[src/common/dlc_pkg.sv]
// constants, types and helpers shared by the loop compensator files
package dlc_pkg;
  // data widths
  localparam int E_W = 6;
  localparam int X_W = 9;
  localparam int C_W = 12;
  localparam int P_W = 20;
  localparam int Y_W = 16;
  localparam int A_W = 23;
  localparam int KS_W = 3;
  localparam int SP_W = 10;
  localparam int PRD_W = 16;
  localparam int PH_W = 16;
  // rounding drops
  localparam int NUM_DROP = 3;
  localparam int DEN_DROP = 8;
  localparam int SCALE_DROP = 3;
  // modulator input scale: one lsb is 2**-15 of a cycle
  localparam int PWM_FRAC = 15;
  // error converter scale
  localparam int ADC_LSB_PER_V = 125;
  localparam int ADC_MV_PER_LSB = 8;
  // nonlinear gain stage knee and boost, and sample buffer depth
  localparam int NLG_KNEE = 4;
  localparam int NLG_BOOST_SH = 2;
  localparam int FIFO_DEPTH = 16;
  // cycles from taking a sample to the control effort
  localparam int LATENCY = 4;
  // amplifier gain codes
  localparam logic [1:0] GAIN_1X = 2'h0;
  localparam logic [1:0] GAIN_2X = 2'h1;
  localparam logic [1:0] GAIN_4X = 2'h2;
  localparam logic [1:0] GAIN_8X = 2'h3;
  // reset values
  localparam logic [1:0] RST_GAIN = GAIN_1X;
  localparam logic [SP_W-1:0] RST_SETPOINT = 10'h000;
  localparam logic [PRD_W-1:0] RST_PERIOD = 16'h0000;
  localparam logic [PH_W-1:0] RST_PHASE = 16'h0000;

  typedef enum logic [4:0] {
    ST_IDLE = 5'h01,
    ST_MUL = 5'h02,
    ST_SUM = 5'h04,
    ST_SCL = 5'h08,
    ST_OUT = 5'h10
  } dlc_state_t;

  // round to nearest and drop n low bits of a product
  function automatic logic signed [P_W-1:0] dlc_rnd(input logic signed [27:0] p, input int n);
    logic signed [27:0] r;
    r = (p + (28'sh0000001 <<< (n - 1))) >>> n;
    return P_W'(r);
  endfunction
endpackage

[src/common/dlc_stream_if.sv]
// valid/ready stream between the sample buffer and the filter
`timescale 1ns/100ps
`default_nettype none
interface dlc_stream_if #(parameter int W = 6);
  logic valid;
  logic ready;
  logic [W-1:0] data;
  modport src(output valid, output data, input ready);
  modport snk(input valid, input data, output ready);
endinterface
`default_nettype wire

[src/logic/dlc_fifo.sv]
// sample buffer of flip-flops with valid/ready on both sides
`timescale 1ns/100ps
`default_nettype none
module dlc_fifo #(
  parameter int W = 6,
  parameter int DEPTH = 16
) (
  input wire logic clk,
  input wire logic rst,
  input wire logic in_valid,
  input wire logic [W-1:0] in_data,
  output logic in_ready_q,
  dlc_stream_if.src out_s
);
  localparam int PW = $clog2(DEPTH);

  if (DEPTH < 2 || (1 << PW) != DEPTH) begin : g_bad_depth
    $error("dlc_fifo depth must be a power of two, at least 2");
  end

  logic [W-1:0] mem_q [DEPTH];
  logic [W-1:0] mem_d [DEPTH];
  logic [PW-1:0] wr_q, wr_d, rd_q, rd_d;
  logic [PW:0] cnt_q, cnt_d;
  logic in_ready_d;
  logic push, pop;

  assign out_s.valid = (cnt_q != '0);
  assign out_s.data = mem_q[rd_q];

  always_comb begin
    push = in_valid & in_ready_q;
    pop = out_s.valid & out_s.ready;
    mem_d = mem_q;
    wr_d = wr_q;
    rd_d = rd_q;
    if (push) begin
      mem_d[wr_q] = in_data;
      wr_d = wr_q + 1'b1;
    end
    if (pop) begin
      rd_d = rd_q + 1'b1;
    end
    cnt_d = cnt_q + (PW+1)'(push) - (PW+1)'(pop);
    // registered ready: a full buffer refuses the next word
    in_ready_d = (cnt_d != (PW+1)'(DEPTH));
  end

  always_ff @(posedge clk or posedge rst) begin
    if (rst) begin
      for (int i = 0; i < DEPTH; i++) begin
        mem_q[i] <= '0;
      end
      wr_q <= '0;
      rd_q <= '0;
      cnt_q <= '0;
      in_ready_q <= 1'b0;
    end else begin
      mem_q <= mem_d;
      wr_q <= wr_d;
      rd_q <= rd_d;
      cnt_q <= cnt_d;
      in_ready_q <= in_ready_d;
    end
  end
endmodule
`default_nettype wire

[src/logic/dlc_gain_stage.sv]
// nonlinear gain stage: 6-bit error widened to the 9-bit filter input
`timescale 1ns/100ps
`default_nettype none
module dlc_gain_stage (
  input wire logic [dlc_pkg::E_W-1:0] err,
  output logic signed [dlc_pkg::X_W-1:0] gain_out
);
  logic signed [dlc_pkg::E_W:0] e7;
  logic [dlc_pkg::E_W:0] mag;
  logic [dlc_pkg::X_W-1:0] big;

  // small errors pass at unity to keep quantisation jitter low, large ones are boosted
  always_comb begin
    e7 = $signed({err[dlc_pkg::E_W-1], err});
    mag = err[dlc_pkg::E_W-1] ? 7'(-e7) : 7'(e7);
    big = (dlc_pkg::X_W'(mag) << dlc_pkg::NLG_BOOST_SH) - dlc_pkg::X_W'(3 * dlc_pkg::NLG_KNEE);
    if (mag < 7'(dlc_pkg::NLG_KNEE)) begin
      gain_out = dlc_pkg::X_W'(e7);
    end else if (err[dlc_pkg::E_W-1]) begin
      gain_out = $signed(-big);
    end else begin
      gain_out = $signed(big);
    end
  end
endmodule
`default_nettype wire

[src/logic/dlc_top.sv]
// digital loop compensator: second-order filter from error samples to control effort
//
// How it works
// - output is b0*x0 + b1*x1 + b2*x2 - a1*y1 + a2*y2 per sample.
// - the summed terms are shifted left by the programmed scale amount.
// - amplifier gain ahead of the converter selects 1x, 2x, 4x or 8x.
// - each error count stands for 8 mV, 125 counts per volt.
// - one effort lsb moves duty by 2**-15 of a switching cycle.
// - effort appears a fixed number of cycles after the filter takes each sample.
// - setpoint, switching period, phase and coefficients are programmable.
// - 12-bit coefficients, 20-bit products, 16-bit signed effort.
// - numerator products drop 3 bits, scaling drops 3, denominator drops 8, rounded.
// - 6-bit error expanded by the nonlinear gain stage to 9 bits.
`timescale 1ns/100ps
`default_nettype none
module dlc_top #(
  parameter int FIFO_DEPTH = dlc_pkg::FIFO_DEPTH,
  parameter int KS_W = dlc_pkg::KS_W
) (
  input wire logic clk,
  input wire logic rst,
  input wire logic err_valid,
  input wire logic [dlc_pkg::E_W-1:0] err_data,
  output logic err_ready_q,
  input wire logic [1:0] amp_gain_sel,
  output logic [1:0] amp_gain_q,
  input wire logic [dlc_pkg::SP_W-1:0] setpoint_in,
  output logic [dlc_pkg::SP_W-1:0] setpoint_q,
  input wire logic [dlc_pkg::PRD_W-1:0] period_in,
  output logic [dlc_pkg::PRD_W-1:0] period_q,
  input wire logic [dlc_pkg::PH_W-1:0] phase_in,
  output logic [dlc_pkg::PH_W-1:0] phase_q,
  input wire logic [dlc_pkg::C_W-1:0] coef_b0,
  input wire logic [dlc_pkg::C_W-1:0] coef_b1,
  input wire logic [dlc_pkg::C_W-1:0] coef_b2,
  input wire logic [dlc_pkg::C_W-1:0] coef_a1,
  input wire logic [dlc_pkg::C_W-1:0] coef_a2,
  input wire logic [KS_W-1:0] kscale,
  input wire logic u_ready,
  output logic u_valid_q,
  output logic [dlc_pkg::Y_W-1:0] u_data_q,
  output logic [dlc_pkg::PRD_W-1:0] pwm_cmp_q
);
  if (KS_W < 1 || KS_W > 3) begin : g_bad_ks
    $error("dlc_top scale shift width must be 1 to 3 bits");
  end
  if (dlc_pkg::ADC_LSB_PER_V * dlc_pkg::ADC_MV_PER_LSB != 1000) begin : g_bad_adc
    $error("dlc_top converter scale is inconsistent");
  end

  dlc_stream_if #(.W(dlc_pkg::E_W)) fifo_s ();

  // error counts arrive at 8 mV per lsb; the buffer absorbs a stalled modulator
  dlc_fifo #(
    .W(dlc_pkg::E_W),
    .DEPTH(FIFO_DEPTH)
  ) u_fifo (
    .clk(clk),
    .rst(rst),
    .in_valid(err_valid),
    .in_data(err_data),
    .in_ready_q(err_ready_q),
    .out_s(fifo_s.src)
  );

  logic signed [dlc_pkg::X_W-1:0] x_new;

  dlc_gain_stage u_gain (
    .err(fifo_s.data),
    .gain_out(x_new)
  );

  dlc_pkg::dlc_state_t state_q, state_d;

  logic signed [dlc_pkg::X_W-1:0] x0_q, x0_d, x1_q, x1_d, x2_q, x2_d;
  logic signed [dlc_pkg::Y_W-1:0] y1_q, y1_d, y2_q, y2_d;
  logic signed [dlc_pkg::C_W-1:0] b0_q, b0_d, b1_q, b1_d, b2_q, b2_d;
  logic signed [dlc_pkg::C_W-1:0] a1_q, a1_d, a2_q, a2_d;
  logic [KS_W-1:0] ks_q, ks_d;
  logic signed [dlc_pkg::P_W-1:0] pb0_q, pb0_d, pb1_q, pb1_d, pb2_q, pb2_d;
  logic signed [dlc_pkg::P_W-1:0] pa1_q, pa1_d, pa2_q, pa2_d;
  logic signed [dlc_pkg::A_W-1:0] acc_q, acc_d;
  logic signed [31:0] scl, srd;
  logic signed [dlc_pkg::Y_W-1:0] y_new;
  logic [31:0] pw;
  logic u_valid_d;
  logic [dlc_pkg::Y_W-1:0] u_data_d;
  logic [dlc_pkg::PRD_W-1:0] pwm_cmp_d;
  logic take;

  // only an idle filter drains the buffer, so a held effort backs up to err_ready_q
  assign fifo_s.ready = (state_q == dlc_pkg::ST_IDLE);
  assign take = fifo_s.valid & fifo_s.ready;

  always_comb begin
    state_d = state_q;
    x0_d = x0_q;
    x1_d = x1_q;
    x2_d = x2_q;
    y1_d = y1_q;
    y2_d = y2_q;
    b0_d = b0_q;
    b1_d = b1_q;
    b2_d = b2_q;
    a1_d = a1_q;
    a2_d = a2_q;
    ks_d = ks_q;
    pb0_d = pb0_q;
    pb1_d = pb1_q;
    pb2_d = pb2_q;
    pa1_d = pa1_q;
    pa2_d = pa2_q;
    acc_d = acc_q;
    u_valid_d = u_valid_q;
    u_data_d = u_data_q;
    pwm_cmp_d = pwm_cmp_q;
    // scale stage: shift left, then round away 3 bits and saturate to 16
    scl = 32'(acc_q) <<< ks_q;
    srd = (scl + (32'sh00000001 <<< (dlc_pkg::SCALE_DROP - 1))) >>> dlc_pkg::SCALE_DROP;
    if (srd > 32'sh00007fff) begin
      y_new = 16'sh7fff;
    end else if (srd < 32'shffff8000) begin
      y_new = 16'sh8000;
    end else begin
      y_new = 16'(srd);
    end
    // a negative effort asks for no pulse at all
    pw = 32'(y_new[dlc_pkg::Y_W-2:0]) * 32'(period_q);
    case (state_q)
      dlc_pkg::ST_IDLE: begin
        if (take) begin
          x0_d = x_new;
          // coefficients are latched per sample so a rewrite never tears one result
          b0_d = coef_b0;
          b1_d = coef_b1;
          b2_d = coef_b2;
          a1_d = coef_a1;
          a2_d = coef_a2;
          ks_d = kscale;
          state_d = dlc_pkg::ST_MUL;
        end
      end
      dlc_pkg::ST_MUL: begin
        pb0_d = dlc_pkg::dlc_rnd(28'(x0_q) * 28'(b0_q), dlc_pkg::NUM_DROP);
        pb1_d = dlc_pkg::dlc_rnd(28'(x1_q) * 28'(b1_q), dlc_pkg::NUM_DROP);
        pb2_d = dlc_pkg::dlc_rnd(28'(x2_q) * 28'(b2_q), dlc_pkg::NUM_DROP);
        pa1_d = dlc_pkg::dlc_rnd(28'(y1_q) * 28'(a1_q), dlc_pkg::DEN_DROP);
        pa2_d = dlc_pkg::dlc_rnd(28'(y2_q) * 28'(a2_q), dlc_pkg::DEN_DROP);
        state_d = dlc_pkg::ST_SUM;
      end
      dlc_pkg::ST_SUM: begin
        acc_d = 23'(pb0_q) + 23'(pb1_q) + 23'(pb2_q) - 23'(pa1_q) + 23'(pa2_q);
        state_d = dlc_pkg::ST_SCL;
      end
      dlc_pkg::ST_SCL: begin
        u_data_d = y_new;
        u_valid_d = 1'b1;
        pwm_cmp_d = (y_new > 16'sh0000) ? pw[dlc_pkg::PWM_FRAC +: dlc_pkg::PRD_W] : '0;
        x2_d = x1_q;
        x1_d = x0_q;
        y2_d = y1_q;
        y1_d = y_new;
        state_d = dlc_pkg::ST_OUT;
      end
      dlc_pkg::ST_OUT: begin
        if (u_ready) begin
          u_valid_d = 1'b0;
          state_d = dlc_pkg::ST_IDLE;
        end
      end
      default: begin
        u_valid_d = 1'b0;
        state_d = dlc_pkg::ST_IDLE;
      end
    endcase
  end

  always_ff @(posedge clk or posedge rst) begin
    if (rst) begin
      state_q <= dlc_pkg::ST_IDLE;
      x0_q <= '0;
      x1_q <= '0;
      x2_q <= '0;
      y1_q <= '0;
      y2_q <= '0;
      b0_q <= '0;
      b1_q <= '0;
      b2_q <= '0;
      a1_q <= '0;
      a2_q <= '0;
      ks_q <= '0;
      pb0_q <= '0;
      pb1_q <= '0;
      pb2_q <= '0;
      pa1_q <= '0;
      pa2_q <= '0;
      acc_q <= '0;
      u_valid_q <= 1'b0;
      u_data_q <= '0;
      pwm_cmp_q <= '0;
    end else begin
      state_q <= state_d;
      x0_q <= x0_d;
      x1_q <= x1_d;
      x2_q <= x2_d;
      y1_q <= y1_d;
      y2_q <= y2_d;
      b0_q <= b0_d;
      b1_q <= b1_d;
      b2_q <= b2_d;
      a1_q <= a1_d;
      a2_q <= a2_d;
      ks_q <= ks_d;
      pb0_q <= pb0_d;
      pb1_q <= pb1_d;
      pb2_q <= pb2_d;
      pa1_q <= pa1_d;
      pa2_q <= pa2_d;
      acc_q <= acc_d;
      u_valid_q <= u_valid_d;
      u_data_q <= u_data_d;
      pwm_cmp_q <= pwm_cmp_d;
    end
  end

  // programmable settings toward the front end and modulator
  logic [1:0] amp_gain_d;
  logic [dlc_pkg::SP_W-1:0] setpoint_d;
  logic [dlc_pkg::PRD_W-1:0] period_d;
  logic [dlc_pkg::PH_W-1:0] phase_d;

  always_comb begin
    amp_gain_d = amp_gain_sel;
    setpoint_d = setpoint_in;
    period_d = period_in;
    phase_d = phase_in;
  end

  always_ff @(posedge clk or posedge rst) begin
    if (rst) begin
      amp_gain_q <= dlc_pkg::RST_GAIN;
      setpoint_q <= dlc_pkg::RST_SETPOINT;
      period_q <= dlc_pkg::RST_PERIOD;
      phase_q <= dlc_pkg::RST_PHASE;
    end else begin
      amp_gain_q <= amp_gain_d;
      setpoint_q <= setpoint_d;
      period_q <= period_d;
      phase_q <= phase_d;
    end
  end

  // reference sum for checking, built from the current operands and compared with the sum two cycles later
  logic signed [dlc_pkg::A_W-1:0] mac_ref;
  always_comb begin
    mac_ref = 23'(dlc_pkg::dlc_rnd(28'(x0_q) * 28'(b0_q), dlc_pkg::NUM_DROP))
      + 23'(dlc_pkg::dlc_rnd(28'(x1_q) * 28'(b1_q), dlc_pkg::NUM_DROP))
      + 23'(dlc_pkg::dlc_rnd(28'(x2_q) * 28'(b2_q), dlc_pkg::NUM_DROP))
      - 23'(dlc_pkg::dlc_rnd(28'(y1_q) * 28'(a1_q), dlc_pkg::DEN_DROP))
      + 23'(dlc_pkg::dlc_rnd(28'(y2_q) * 28'(a2_q), dlc_pkg::DEN_DROP));
  end
endmodule
`default_nettype wire
[config.mk]
export PLATFORM = sky130hd
export DESIGN_NAME = dlc_top
export DESIGN_NICKNAME = d
export VERILOG_FILES = /design/src/common/dlc_pkg.sv /design/src/common/dlc_stream_if.sv /design/src/logic/dlc_fifo.sv /design/src/logic/dlc_gain_stage.sv /design/src/logic/dlc_top.sv
export SDC_FILE = /design/constraint.sdc
export NUM_CORES = 2
export LEC_CHECK = 0
export BUFFER_PORTS_ARGS = -buffer_cell sky130_fd_sc_hd__buf_2
export CORE_UTILIZATION = 45
export DETAILED_ROUTE_END_ITERATION = 7
export PLACE_DENSITY_LB_ADDON = 0.15
export SLEW_MARGIN = 20
export SYNTH_ARGS = -nofsm -noshare
export SYNTH_HDL_FRONTEND = slang
export SYNTH_SLANG_ARGS = --single-unit
[constraint.sdc]
create_clock -name clk -period 19.3 [get_ports clk]
set_input_delay 3.86 -clock clk [delete_from_list [all_inputs] [get_ports clk]]
set_output_delay 3.86 -clock clk [all_outputs]
set_load 0.02 [all_outputs]
==> results.json <==
{
  "firstDrtPassIters": 5,
  "hold_viol": 0,
  "cts.path.max_buffers": 3,
  "die_w_um": 345,
  "dieArea_um2": 119000,
  "synth-simple-area-share_pct": 13.9,
  "dp_cells": 6925,
  "num_antenna_cells": 0,
  "critPathSlowestCell": "or4b_4",
  "synthAdderAreaFrac_pct": 42.1,
  "fin_nets": 6829,
  "first_global_vias": 37800,
  "hpwl_um": 98000,
  "synth_top_family_by_area": "adder cells",
  "maxCapViolCount": 0,
  "post-route-period-util_pct": 56.6,
  "port_buffers": 194,
  "outcome": "complete, no violations",
  "cp_max_fo": 53,
  "globalplace.congestion": 0.851,
  "netlist_instances": 5408,
  "drive_gt1_share_pct": 11.0,
  "relSlewSlack_pct": 30.1,
  "syn_area_per_cell_um2": 9.76,
  "path_class": "register to register",
  "arrival_ns": 11.46,
  "ys_warn_count": 0,
  "synth-main-ff-cell": "dfrtp_1",
  "drt_iter0_markers": 1546,
  "syn_area_um2": 52800,
  "end_kind": "register",
  "cts_sinks": 418,
  "whs_ns": 0.475,
  "synth-seq-area-share_pct": 19.8,
  "startpoint_type": "register",
  "min_period_ns": 10.92,
  "fill_cells": 10900,
  "gr-usage-met1_pct": 30.8,
  "cts_max_level": 2,
  "slew_viol_final": 0,
  "drc_errors": 0,
  "rows": 125,
  "gr-max-usage-layer": "met2",
  "grtUsageTotal_pct": 22.1,
  "gr-usage-met3_pct": 2.22,
  "syn_nets": 6778,
  "r2r_slack_ns": 8.38,
  "skew_ns": 0.0477,
  "wl_per_cell_um": 17.8,
  "grt_pass1_wl_um": 208000,
  "cp.required_ns": 19.84,
  "cts_tree": "built",
  "cts_root_buf": "clkbuf_16",
  "layout.cells.most_common": "inv_1",
  "fp.dieH_um": 345,
  "final_cells": 7027,
  "setup-violations-final": 0,
  "clkSlewWorstSetupHoldPaths_ns": 0.06,
  "crit_top_cell": "inv_1",
  "worst_slew_pin_slew_ns": 1.05,
  "rsz0062_at_grt": "no",
  "via_per_inst": 5.07,
  "fmax_mhz": 91.6,
  "drtAntennaViolNets": 0,
  "synth_edf_count": 0,
  "setup-tns-final_ns": 0,
  "wl_um": 125000,
  "insertion_delay_ns": 0.69,
  "design.core.area_um2": 116000,
  "cts_resized": 0,
  "synth_compound_area_share_pct": 5.62,
  "async_flop_share_pct": 100,
  "synthMuxAreaShare_pct": 6.44,
  "synth-xor-area-share_pct": 2.90,
  "synth_seq_cells": 418,
  "antenna_found_initial": 0,
  "initial_core_util_pct": 45.4,
  "final_cell_mix": "inv_1 (1038), fa_1 (875), nand2_1 (793)",
  "grt_max_degree": 147,
  "cpPeakStageDelay_ns": 0.58,
  "grt_overflow": 0,
  "hold_class": "register to register",
  "ys_types": 86,
  "ctsHoldBuffers": 0,
  "area_growth_pct": 8.16,
  "gr-usage-met2_pct": 37.2,
  "post_cts_buffers": 0,
  "io_pins": 195,
  "cts_made_buffers": 56,
  "vias": 35700
}
-- cell usage after synthesis (8+ instances only) --
| master | count | area (um2) |
|---|---|---|
| nor3_1 | 39 | 195 |
| buf_1 | 11 | 41.3 |
| a21o_1 | 16 | 120 |
| nand2_1 | 793 | 2980 |
| o31ai_1 | 14 | 105 |
| mux2_2 | 197 | 2220 |
| o21bai_1 | 39 | 293 |
| o21a_1 | 16 | 120 |
| ha_1 | 378 | 4730 |
| fa_1 | 875 | 17500 |
| clkbuf_1 | 214 | 803 |
| a31oi_1 | 14 | 87.6 |
| a211oi_1 | 8 | 60.1 |
| o22ai_1 | 10 | 62.6 |
| a22o_1 | 17 | 149 |
| and3_1 | 20 | 125 |
| nand4_1 | 11 | 68.8 |
| a21oi_1 | 107 | 536 |
| mux4_2 | 40 | 901 |
| inv_1 | 1039 | 3900 |
| buf_2 | 11 | 55.1 |
| mux2i_1 | 28 | 280 |
| nor2b_1 | 41 | 257 |
| or3_1 | 10 | 62.6 |
| or2_2 | 8 | 50.1 |
| nand3_1 | 32 | 160 |
| and2_1 | 351 | 2200 |
| nor2_1 | 121 | 454 |
| o21ai_0 | 177 | 886 |
| nand2b_1 | 75 | 469 |
| xor2_1 | 47 | 412 |
| xnor2_1 | 128 | 1120 |
| dfrtp_1 | 417 | 10400 |
-- per-stage QoR --
step                      util, %  setup WS, ns  cell area [um2]
final                        49.1          8.38            57100
after global routing         49.1          7.73            57100
after global placement       47.4          8.27            55100
after CTS                    49.1          8.09            57100
after detailed placement     47.4          8.09            55100
after floorplan                 -          3.81            52800
-- worst max-delay path, delay by kind of cell (launching register included) --
kind	cells	cell delay, ns
adders and majority gates	8	3.59
buffers and inverters	8	0.89
AOI/OAI and AO/OA	13	2.87
DFF	1	0.34
and+or+nand+nor	9	2.66
muxes	2	0.33
xor gates and xnor gates	1	0.08
-- state kept, by name (all words and copies together), names as in the netlist, 9 cells and up --
register and count:
pb2_q 19, u_fifo.mem_q 96, a2_q 12, b0_q 12, pb0_q 19, b1_q 12
period_q 16, a1_q 12, pwm_cmp_q 16, x1_q 9, pb1_q 19, phase_q 16
x2_q 9, b2_q 12, x0_q 9, acc_q 23, y1_q 16, pa1_q 20
pa2_q 20, setpoint_q 10, y2_q 16
-- path summary, 6_finish.rpt --
| check | end | cells past startpoint | start |
|---|---|---|---|
| max | pwm_cmp_q[15]$_DFFE_PP0P_ | 41 | ks_q[1]$_DFFE_PP0P_ |
| min reg2reg | pb0_q[17]$_DFFE_PP0P_ | 2 | pb0_q[17]$_DFFE_PP0P_ |
| min | pb0_q[17]$_DFFE_PP0P_ | 2 | pb0_q[17]$_DFFE_PP0P_ |
| max in group asynchronous | period_q[10]$_DFF_PP0_ | 3 | rst |
| min in group asynchronous | a2_q[5]$_DFFE_PP0P_ | 2 | rst |
| max reg2reg | pwm_cmp_q[15]$_DFFE_PP0P_ | 41 | ks_q[1]$_DFFE_PP0P_ |
-- final cells by class --
class	instances	area, um2	area share [%]
tap	1524	1910	3.34
multi-input combinational	3707	37500	65.7
inverter	1042	3920	6.86
clock buffer	69	1540	2.70
timing repair buffer	234	1290	2.25
sequential	418	10500	18.3
clock inverter	33	475	0.833
-- layer usage --
layer | up-vias | share of wire [%]
met1 | 18300 | 46
li1 | 16700 | -
met5 | - | 0
met3 | 138 | 3.1
met4 | 0 | 2.1
met2 | 543 | 49
-- kinds of logic after synthesis --
group / count (synthesis)
muxes: 265
AOI/OAI and AO/OA: 479
xor gates and xnor gates: 175
DFF: 418
adders and majority gates: 1253
buffers and inverters: 1283
and+or+nand+nor: 1535
Power is left out: the tool's default activity adds up to more than one toggle a clock period on the data nets, which glitch-free logic cannot reach.
